==> src/rtl/mio_pkg.sv <==
// package: widths, reset values and carrier structs of the i/o port block
package mio_pkg;
  localparam int PA_W = 6;
  localparam int PB_W = 3;
  localparam int PC_W = 8;
  localparam int PD_W = 8;
  localparam int PE_W = 8;
  localparam int BUS_W = 8;
  localparam logic [PA_W-1:0] PA_DIR_RST = 6'h00;
  localparam logic [PA_W-1:0] PA_LAT_RST = 6'h00;
  localparam logic [PB_W-1:0] PB_LAT_RST = 3'h7;
  localparam logic [PC_W-1:0] PC_DIR_RST = 8'h00;
  localparam logic [PC_W-1:0] PC_LAT_RST = 8'h00;
  localparam logic [PC_W-1:0] PC_OD_RST = 8'h00;
  localparam logic [PD_W-1:0] PD_DIR_RST = 8'h00;
  localparam logic [PD_W-1:0] PD_LAT_RST = 8'h00;
  localparam logic [PD_W-1:0] PD_OD_RST = 8'h00;
  localparam logic [PE_W-1:0] PE_DIR_RST = 8'h00;
  localparam logic [PE_W-1:0] PE_LAT_RST = 8'h00;
  localparam logic AIN_DIS_RST = 1'h1;
  localparam logic [BUS_W-1:0] PB_UNDEF_FILL = 8'h00;
  localparam int PB_INT_BIT = 0;

  typedef enum logic [4:0] {
    MIO_SEL_A = 5'h01,
    MIO_SEL_B = 5'h02,
    MIO_SEL_C = 5'h04,
    MIO_SEL_D = 5'h08,
    MIO_SEL_E = 5'h10
  } mio_port_type;

  // cpu-side access for one cycle
  typedef struct packed {
    logic wr_latch;
    logic wr_dir;
    logic wr_od;
    logic wr_ain_dis;
    logic rd;
    logic rmw;
    mio_port_type port;
    logic [BUS_W-1:0] wdata;
  } mio_cpu_req_type;

  typedef struct packed {
    logic [BUS_W-1:0] o;
    logic [BUS_W-1:0] oe;
  } mio_pin_drv_type;
endpackage : mio_pkg

==> src/rtl/mio_ports.sv <==
// five general-purpose i/o ports with latches and read-back; direction on a, c, d and e, open-drain on c and d
`timescale 1ns/1ps
module mio_ports (
  input wire logic sys_clk,
  input wire logic rst_n,
  input mio_pkg::mio_cpu_req_type cpu_req,
  output logic [mio_pkg::BUS_W-1:0] cpu_rdata,
  input wire logic stop_mode,
  input wire logic stop_output_enable,
  input wire logic [mio_pkg::PA_W-1:0] port_a_in,
  output mio_pkg::mio_pin_drv_type port_a_drv,
  input wire logic [mio_pkg::PB_W-1:0] port_b_in,
  output logic [mio_pkg::PB_W-1:0] port_b_out,
  output logic [mio_pkg::PB_W-1:0] port_b_oe,
  output logic port_b_bit0_int_set,
  input wire logic [mio_pkg::PC_W-1:0] port_c_in,
  output mio_pkg::mio_pin_drv_type port_c_drv,
  input wire logic [mio_pkg::PD_W-1:0] port_d_in,
  output mio_pkg::mio_pin_drv_type port_d_drv,
  input wire logic [mio_pkg::PE_W-1:0] port_e_in,
  output mio_pkg::mio_pin_drv_type port_e_drv,
  output logic analog_input_disable,
  output logic conversion_start
);
  import mio_pkg::*;

  logic [PA_W-1:0] port_a_direction_q, port_a_latch_q;
  logic [PB_W-1:0] port_b_latch_q;
  logic [PC_W-1:0] port_c_direction_q, port_c_latch_q, port_c_open_drain_sel_q;
  logic [PD_W-1:0] port_d_direction_q, port_d_latch_q, port_d_open_drain_sel_q;
  logic [PE_W-1:0] port_e_direction_q, port_e_latch_q;
  logic analog_input_disable_q;
  logic conversion_start_q;
  logic b0_level_q;
  logic [BUS_W-1:0] rdata_q;
  logic [BUS_W-1:0] rdata_d;

  logic [PA_W-1:0] a_pin;
  logic [PB_W-1:0] b_pin;
  logic [PC_W-1:0] c_pin;
  logic [PD_W-1:0] d_pin;
  logic [PE_W-1:0] e_pin;

  mio_pin_sync #(.W(PA_W)) u_sync_a (.sys_clk(sys_clk), .rst_n(rst_n), .pin_async(port_a_in), .pin_sync(a_pin));
  mio_pin_sync #(.W(PB_W)) u_sync_b (.sys_clk(sys_clk), .rst_n(rst_n), .pin_async(port_b_in), .pin_sync(b_pin));
  mio_pin_sync #(.W(PC_W)) u_sync_c (.sys_clk(sys_clk), .rst_n(rst_n), .pin_async(port_c_in), .pin_sync(c_pin));
  mio_pin_sync #(.W(PD_W)) u_sync_d (.sys_clk(sys_clk), .rst_n(rst_n), .pin_async(port_d_in), .pin_sync(d_pin));
  mio_pin_sync #(.W(PE_W)) u_sync_e (.sys_clk(sys_clk), .rst_n(rst_n), .pin_async(port_e_in), .pin_sync(e_pin));

  wire sel_a = cpu_req.port == MIO_SEL_A;
  wire sel_b = cpu_req.port == MIO_SEL_B;
  wire sel_c = cpu_req.port == MIO_SEL_C;
  wire sel_d = cpu_req.port == MIO_SEL_D;
  wire sel_e = cpu_req.port == MIO_SEL_E;

  always_ff @(posedge sys_clk) begin
    if (!rst_n) begin
      port_a_direction_q <= PA_DIR_RST;
      port_a_latch_q <= PA_LAT_RST;
      port_b_latch_q <= PB_LAT_RST;
      port_c_direction_q <= PC_DIR_RST;
      port_c_latch_q <= PC_LAT_RST;
      port_c_open_drain_sel_q <= PC_OD_RST;
      port_d_direction_q <= PD_DIR_RST;
      port_d_latch_q <= PD_LAT_RST;
      port_d_open_drain_sel_q <= PD_OD_RST;
      port_e_direction_q <= PE_DIR_RST;
      port_e_latch_q <= PE_LAT_RST;
      analog_input_disable_q <= AIN_DIS_RST;
    end else begin
      if (cpu_req.wr_latch && sel_a) port_a_latch_q <= cpu_req.wdata[PA_W-1:0];
      if (cpu_req.wr_dir && sel_a) port_a_direction_q <= cpu_req.wdata[PA_W-1:0];
      if (cpu_req.wr_latch && sel_b) port_b_latch_q <= cpu_req.wdata[PB_W-1:0];
      if (cpu_req.wr_latch && sel_c) port_c_latch_q <= cpu_req.wdata[PC_W-1:0];
      if (cpu_req.wr_dir && sel_c) port_c_direction_q <= cpu_req.wdata[PC_W-1:0];
      if (cpu_req.wr_od && sel_c) port_c_open_drain_sel_q <= cpu_req.wdata[PC_W-1:0];
      if (cpu_req.wr_latch && sel_d) port_d_latch_q <= cpu_req.wdata[PD_W-1:0];
      if (cpu_req.wr_dir && sel_d) port_d_direction_q <= cpu_req.wdata[PD_W-1:0];
      if (cpu_req.wr_od && sel_d) port_d_open_drain_sel_q <= cpu_req.wdata[PD_W-1:0];
      if (cpu_req.wr_latch && sel_e) port_e_latch_q <= cpu_req.wdata[PE_W-1:0];
      if (cpu_req.wr_dir && sel_e) port_e_direction_q <= cpu_req.wdata[PE_W-1:0];
      if (cpu_req.wr_ain_dis) analog_input_disable_q <= cpu_req.wdata[0];
    end
  end

  // conversion starts on the write that clears the analog disable
  wire conv_start_d = cpu_req.wr_ain_dis && !cpu_req.wdata[0] && analog_input_disable_q;
  always_ff @(posedge sys_clk) begin
    if (!rst_n) begin
      conversion_start_q <= 1'b0;
    end else begin
      conversion_start_q <= conv_start_d;
    end
  end

  // pin drivers; open drain drives only a low
  wire [PC_W-1:0] c_oe = port_c_direction_q & ~(port_c_open_drain_sel_q & port_c_latch_q);
  wire [PD_W-1:0] d_oe = port_d_direction_q & ~(port_d_open_drain_sel_q & port_d_latch_q);
  assign port_a_drv.o = {{(BUS_W-PA_W){1'b0}}, port_a_latch_q};
  assign port_a_drv.oe = {{(BUS_W-PA_W){1'b0}}, port_a_direction_q};
  assign port_c_drv.o = port_c_latch_q;
  assign port_c_drv.oe = c_oe;
  assign port_d_drv.o = port_d_latch_q;
  assign port_d_drv.oe = d_oe;
  assign port_e_drv.o = port_e_latch_q;
  assign port_e_drv.oe = port_e_direction_q;

  // port b is open-drain style: drives low for latch zero; bit0 floats in stop
  wire [PB_W-1:0] b_drive = ~port_b_latch_q;
  wire b0_float = stop_mode;
  assign port_b_out = '0;
  assign port_b_oe = {b_drive[PB_W-1:1], b_drive[PB_INT_BIT] & ~b0_float};

  // falling edge of the driven bit0 level sets the external interrupt latch
  wire b0_level = port_b_latch_q[PB_INT_BIT] & b_pin[PB_INT_BIT];
  always_ff @(posedge sys_clk) begin
    if (!rst_n) begin
      // starts low: synced pins reset low, so no false fall after reset
      b0_level_q <= 1'b0;
    end else begin
      b0_level_q <= b0_level;
    end
  end
  assign port_b_bit0_int_set = b0_level_q & ~b0_level;

  // read-back selection
  wire [PB_W-1:0] b_rd = cpu_req.rmw ? port_b_latch_q : b_pin;
  wire [PC_W-1:0] c_rd = cpu_req.rmw ? ((port_c_open_drain_sel_q & port_c_latch_q) | (~port_c_open_drain_sel_q & c_pin))
                                     : c_pin;
  wire [PD_W-1:0] d_rd = cpu_req.rmw ? ((port_d_open_drain_sel_q & port_d_latch_q) | (~port_d_open_drain_sel_q & d_pin))
                                     : d_pin;
  wire [PE_W-1:0] e_live = analog_input_disable_q ? '0 : e_pin;
  wire [PE_W-1:0] e_rd = port_e_latch_q & ((port_e_direction_q & port_e_latch_q) | e_live | e_pin);
  assign rdata_d = sel_a ? {{(BUS_W-PA_W){1'b0}}, a_pin}
                 : sel_b ? {PB_UNDEF_FILL[BUS_W-1:PB_W], b_rd}
                 : sel_c ? c_rd
                 : sel_d ? d_rd
                 : sel_e ? e_rd
                 : '0;
  always_ff @(posedge sys_clk) begin
    if (!rst_n) begin
      rdata_q <= '0;
    end else if (cpu_req.rd) begin
      rdata_q <= rdata_d;
    end
  end

  assign cpu_rdata = rdata_q;
  assign analog_input_disable = analog_input_disable_q;
  assign conversion_start = conversion_start_q;

  a_reset_in_a: assert property (@(posedge sys_clk) !rst_n |=> port_a_drv.oe == '0)
    else $error("port a driving after reset");
  b_reset_one_a: assert property (@(posedge sys_clk) !rst_n |=> port_b_oe == '0)
    else $error("port b not released after reset");
  b0_stop_float_a: assert property (@(posedge sys_clk) disable iff (!rst_n) stop_mode |-> !port_b_oe[0])
    else $error("port b bit0 driven in stop");
  b_rmw_latch_a: assert property (@(posedge sys_clk) disable iff (!rst_n)
    cpu_req.rd && cpu_req.rmw && sel_b |=> cpu_rdata[PB_W-1:0] == $past(port_b_latch_q))
    else $error("port b rmw not latch");
  c_od_high_a: assert property (@(posedge sys_clk) disable iff (!rst_n)
    (port_c_drv.oe & port_c_drv.o & port_c_open_drain_sel_q) == '0)
    else $error("port c open drain drives high");
  e_reset_a: assert property (@(posedge sys_clk) !rst_n |=> analog_input_disable && port_e_drv.oe == '0)
    else $error("port e reset state wrong");
  e_zero_read_a: assert property (@(posedge sys_clk) disable iff (!rst_n)
    cpu_req.rd && sel_e |=> (cpu_rdata & ~$past(port_e_latch_q)) == '0)
    else $error("port e zero latch reads one");
  conv_start_a: assert property (@(posedge sys_clk) disable iff (!rst_n)
    conversion_start |-> $past(analog_input_disable_q) && !analog_input_disable_q)
    else $error("conversion start without clear");
  d_dir_drive_a: assert property (@(posedge sys_clk) disable iff (!rst_n)
    (port_d_drv.oe & ~port_d_direction_q) == '0)
    else $error("port d driven as input");
endmodule : mio_ports

==> src/rtl/mio_pin_sync.sv <==
// three-flop pin synchroniser, change taken when stages two and three agree
`timescale 1ns/1ps
module mio_pin_sync #(
  parameter int W = 8
) (
  input wire logic sys_clk,
  input wire logic rst_n,
  input wire logic [W-1:0] pin_async,
  output logic [W-1:0] pin_sync
);
  logic [W-1:0] s1_q;
  logic [W-1:0] s2_q;
  logic [W-1:0] s3_q;
  logic [W-1:0] agree;
  logic [W-1:0] out_d;
  assign agree = ~(s2_q ^ s3_q);
  assign out_d = (agree & s3_q) | (~agree & pin_sync);
  always_ff @(posedge sys_clk) begin
    if (!rst_n) begin
      s1_q <= '0;
      s2_q <= '0;
      s3_q <= '0;
      pin_sync <= '0;
    end else begin
      s1_q <= pin_async;
      s2_q <= s1_q;
      s3_q <= s2_q;
      pin_sync <= out_d;
    end
  end
endmodule : mio_pin_sync

==> config.mk <==
export PLATFORM = sky130hd
export DESIGN_NAME = mio_ports
export DESIGN_NICKNAME = d
export VERILOG_FILES = /design/src/rtl/mio_pkg.sv /design/src/rtl/mio_ports.sv /design/src/rtl/mio_pin_sync.sv
export SDC_FILE = /design/constraint.sdc
export NUM_CORES = 1
export LEC_CHECK = 0
export ABC_AREA = 0
export BUFFER_PORTS_ARGS = -buffer_cell sky130_fd_sc_hd__buf_2
export CAP_MARGIN = 25
export CORE_MARGIN = 1.5
export CORE_UTILIZATION = 50
export DETAILED_ROUTE_END_ITERATION = 12
export PLACE_DENSITY = 0.82
export RECOVER_POWER = 50
export SLEW_MARGIN = 30
export SYNTH_ARGS = -nofsm -noshare
export SYNTH_HDL_FRONTEND = slang
export SYNTH_SLANG_ARGS = --single-unit
==> constraint.sdc <==
create_clock -name sys_clk -period 1.61 [get_ports sys_clk]
set_input_delay 0.322 -clock sys_clk [delete_from_list [all_inputs] [get_ports sys_clk]]
set_output_delay 0.322 -clock sys_clk [all_outputs]
set_load 0.01 [all_outputs]
Yosys cells after proc, flatten, opt, wreduce, memory -nomap -nowiden --
Cells that the tools add are included.
Storage, ports and cells: bits in registers 222
Cells by class: equal/unequal tests 5, mux-type cells 9, bitwise operators 52, reductions and logical operators 14
Operators with widths (number):
- 8-bit bitwise AND | 14
- 8-bit NOT | 10
- 8-bit 2-to-1 mux | 8
- 8-bit OR | 7
- 8-bit bitwise XOR | 3
- 1-bit logical AND | 13
- 6-bit bitwise AND | 2
- 6-bit NOT | 2
- 3-bit NOT | 3
- 3-bit bitwise AND | 2
- 6-bit OR | 1
- 6-bit bitwise XOR | 1
- 5-bit by 1-bit == test with 1-bit output, second input constant | 1
- 5-bit by 2-bit == test with 1-bit output, second input constant | 1
- 5-bit by 3-bit == test with 1-bit output, second input constant | 1
- 5-bit by 4-bit == test with 1-bit output, second input constant | 1
- 5-bit == test, second input constant | 1
- 1-bit bitwise AND | 3
- 3-bit 2-to-1 mux | 1
- 3-bit OR | 1
- 3-bit bitwise XOR | 1
- 1-bit NOT | 2
- 1-bit logical NOT | 1

Depth between registers and ports, before layout --
word-level depth 9, mapped depth 7

Hierarchy --
From an unflattened synthesis, not the netlist that was laid out.
Second synthesis, totals: cell total of the unflattened synthesis 826, area total of the unflattened synthesis 8338.0 µm²
Modules (own cells, without submodules):
- mio_ports | times used 1, cells an instance 484, area an instance 4376.7 µm², sequential area each 1801.7 µm²
- mio_pin_sync (u_sync_c ...) | times used 3, cells an instance 83, area an instance 960.9 µm², sequential area each 640.6 µm²
- mio_pin_sync (u_sync_a) | times used 1, cells an instance 62, area an instance 710.7 µm², sequential area each 480.5 µm²
- mio_pin_sync (u_sync_b) | times used 1, cells an instance 31, area an instance 367.9 µm², sequential area each 240.2 µm²

Worst setup path before layout --
Ideal clock, no wire load.
kind input to register, start input port cpu_req[13] (netlist bit), end register rdata_q[2] (netlist: cpu_rdata[2]), library setup time 130 ps, arrival time 1566 ps, path slack -86 ps, cell stages on the path 5, buffers on the path 2, cells stage by stage clkbuf_1 -> clkbuf_1 -> mux2_2 -> a221oi_1 -> a211oi_2
Between the ends: word-level cells in the longest chain between the ends 5, elaborated cells between the ends (all ways) 7, those cells by class 7 x mux
Ends and longest elaborated chain:
- start: declaration | line mio_ports.sv:6 | input mio_pkg::mio_cpu_req_type cpu_req,
- 8-bit 2-to-1 mux | line mio_ports.sv:130 | wire [PD_W-1:0] d_rd = cpu_req.rmw ? ((port_d_open_drain_sel_q & port_d_latch_q) | (~port_d_open_drain_sel_q & ...
- 8-bit 2-to-1 mux | line mio_ports.sv:137 | : sel_d ? d_rd
- 8-bit 2-to-1 mux | line mio_ports.sv:136 | : sel_c ? c_rd
- 8-bit 2-to-1 mux (*) | line mio_ports.sv:135 | : sel_b ? {PB_UNDEF_FILL[BUS_W-1:PB_W], b_rd}
- 8-bit 2-to-1 mux (*) | line mio_ports.sv:134 | assign rdata_d = sel_a ? {{(BUS_W-PA_W){1'b0}}, a_pin}
- end signal: assignment | line mio_ports.sv:144 | rdata_q <= rdata_d;
- end: declaration | line mio_ports.sv:35 | logic [BUS_W-1:0] rdata_q;
Every way passes the cells marked *; elsewhere a longest branch is shown, timed or not. A chain may end at the register's enable or synchronous reset.

==> results.yml <==
placement:
  port_buffers: 128
  gp_congestion: 0.865
  dp_hpwl_um: 12900
  placed_area_mm2: 0.00927
timing:
  rsz0062_at_grt: "no"
  max_freq_mhz: 647
  setup_viol: 0
  hold_viol: 0
  min_period_ps: 1550
  finalClockSkew_ps: 12.3
  relSlewSlack_pct: 38.0
  worst_pin_slew_ps: 929
  finalMaxSlewViolations: 0
  fin_crit_sh_pct: 96.1
die:
  coreArea_mm2: 0.0159
  die_x_um: 131
  initial_core_util_pct: 51.5
  ios: 137
  row_count: 46
  dieArea_mm2: 0.0172
  fp.dieH_um: 131
cells_and_area:
  final_area_mm2: 0.00994
  fin_nets: 989
  drive_gt1_share_pct: 22.5
  utilization_pct: 62.3
  n_fill_cell: 1305
  syn_to_final_growth_pct: 21.0
route:
  finalWirelength_um: 18400
  post_drt_wl_per_cell_um: 15.8
  vias: 5955
  final_antenna_net_count: 0
  drtIter0Drc: 281
  vias_per_cell: 5.11
  drc_errors: 0
  first_pass_iters: 5
worst_setup_path:
  path_cells: "a21boi_1 -> buf_2"
  max_stage_delay_ps: 360
  path_max_fanout: 4
  cp_data_required_time_ps: 1290
  arrival_ps: 1220
  critPathLaunch: "port_c_latch_q[2]"
  crit_cells: 2
  rrSetupSlack_ps: 190
  crit_path_end: "port_c_drv[2]"
  r2r_start: "port_c_latch_q[5]"
  r2r_end: "cpu_rdata[5]"
  end_kind: "output port"
  worstSetupPathType: "reg2out"
  crit_family: "flip-flops"
  reg2regPathDepth: 4
  cp_num_buf_inv: 1
  cp_slowest_cell: "dfxtp_1"
  start_kind: "flip-flop"
logic_synthesis:
  ys_seq_area_share_pct: 54.1
  muxShareOfSynthArea_pct: 9.12
  synth-adder-area-share_pct: 0
  synth_area_per_cell_um2: 10.3
  synthXorXnorAreaFrac_pct: 0.107
  async_flop_share_pct: 0
  yosysWarnings: 0
  synth_compound_area_share_pct: 12.8
  synth-seq-cells: 222
  ys.flop_type: "dfxtp_1"
  synth_top_family_by_area: "simple AND/OR/NAND/NOR gates"
  syn_inst: 795
  yosys.cell_types.count: 45
  synth_edf_count: 0
  syn-cell-area_mm2: 0.00822
  yosys.area_share.simple_pct: 20.6
clocking:
  cts_root_buf: "clkbuf_16"
  post_cts_buffers: 0
  clk_pin_slew_worst_paths_ps: 60
  cts_max_level: 1
  clock_path_buffers: 3
  cts_buffers: 22
  clk_latency_ps: 500
  cts_hold_buf: 0
  cts_tree: "yes"
  cts_num_sinks: 222
flow_run:
  maxCapViolCount: 0
global_routing:
  grt.overflow.total: 0
  grt_first_pass_wirelength_um: 29300
  grt_use_total_pct: 21.1
  antenna_found_initial: 2
  grt_max_degree: 65
  grt_pass1_vias: 5721
pwr:
  max-vdd-ir-drop_mv: 0.760
  finalPower_mw: 11.1
  p_leak_nw: 4.41
  power_density_mw_per_mm2: 1120
status:
  status: "finished, final reports clean"
min_path:
  min_path_type: "in2reg"
  whs_path_depth: 2
==> layout make-up <==
cell class                 instances  area, µm²  area share (%)
antenna                            1       2.50          0.0252
clock buffer                      33        653            6.57
clock inverter                     6       57.6           0.579
inverter                           3       11.3           0.113
multi-input combinational        520       3530            35.5
sequential                       222       4440            44.7
tap                              216        270            2.72
timing repair buffer             164        973            9.79
==> worst min-delay path by stage <==
stage | start | endpoint | slack [ps]
floorplan | u_sync_a.s1_q[0] | u_sync_a.s2_q[0] | 410
global placement | u_sync_e.s1_q[1] | u_sync_e.s2_q[1] | 410
detailed placement | u_sync_d.s1_q[1] | u_sync_d.s2_q[1] | 420
CTS | port_d_in[5] | u_sync_d.s1_q[5] | 20
global route | port_d_in[0] | u_sync_d.s1_q[0] | 20
finish | port_d_in[5] | u_sync_d.s1_q[5] | 30
==> what timing repair did <==
action	in CTS	in global routing
cloned	0	0
gates resized for setup	5	2
setup endpoints to repair	5	2
==> cells by family (layout without fill, tap and decap cells) <==
kind of cell	after synthesis	count (layout)
simple gates	290	290
flops	222	222
compound gates	148	148
mux	74	74
buf+inv	59	206
other cells	1	8
xor+xnor	1	1
==> cell usage in the layout, fill, tap and decap left out, types with 3 or more instances in the layout <==
cell and n:
clkbuf_1 12, clkinv_2 4, nor3_1 4, nand3_1 29, mux2i_1 67, nand2_1 63, a2111oi_0 4, dfxtp_1 222
o21ai_0 40, a21boi_1 3, o211ai_1 8, buf_12 7, o2111ai_1 4, nor2b_1 66, mux2_2 7, clkbuf_8 4
clkbuf_2 3, a221oi_1 3, nand3_2 5, inv_1 3, a21boi_0 63, and2_0 19, a311o_1 4, conb_1 7
buf_2 126, buf_4 22, and3_1 11, clkbuf_16 23, o21a_1 5, and2_1 82
==> cell usage after synthesis (2+ instances only) <==
master     instances  area (µm²)
a311oi_1           2        17.5
nor4_4             2        42.5
mux2_2             7        78.8
mux2i_1           67         671
inv_1              3        11.3
nor3_1             3        15.0
buf_1              2        7.51
dfxtp_1          222        4440
nand2_1           63         236
a221oi_1           3        26.3
buf_4              8        60.1
nor2b_1           66         413
and4b_1            2        20.0
a32o_1             2        20.0
o21ai_0           40         200
nand3_2            5        50.1
o211ai_1           8        60.1
a311o_1            4        40.0
a211oi_2           2        25.0
o2111a_1           2        22.5
o2111ai_1          4        35.0
nand3_1           29         145
clkbuf_1          40         150
o21a_1             5        37.5
and3_1            11        68.8
buf_2              4        20.0
and2_1           101         632
a21boi_0          68         510
a2111oi_0          4        35.0
==> through the flow <==
stage	setup slack (ps)	setup TNS, ps	cells	hold slack [ps]
after floorplan	-14.2	-41.6	801	412
after global placement	-288	-2870	1125	414
after detailed placement	-245	-4740	1125	418
after CTS	25.3	0	1164	16.5
after global routing	3.98	0	1164	19.2
final	63.2	0	1165	31.0
==> power breakdown <==
| group | switching (mW) | internal, mW | total, mW |
|---|---|---|---|
| clock | 1.98 | 2.96 | 4.93 |
| combinational | 0.293 | 0.245 | 0.538 |
| sequential | 0.0550 | 5.62 | 5.67 |
| total | 2.33 | 8.82 | 11.1 |
==> worst reg2reg max path, stage by stage, from the launching register on <==
cell,delay [ps]
dfxtp_1,350
and3_1,190
a2111oi_0,500
a311o_1,190
a31oi_1,70
==> per-layer routing <==
metal  global-route usage, %  part of all wire (%)
met1                    26.6                    44
met2                    35.3                    46
met3                    5.40                   6.5
met4                    7.05                   2.9
met5                       0                 0.071
Power figures use the tool's default switching activity.
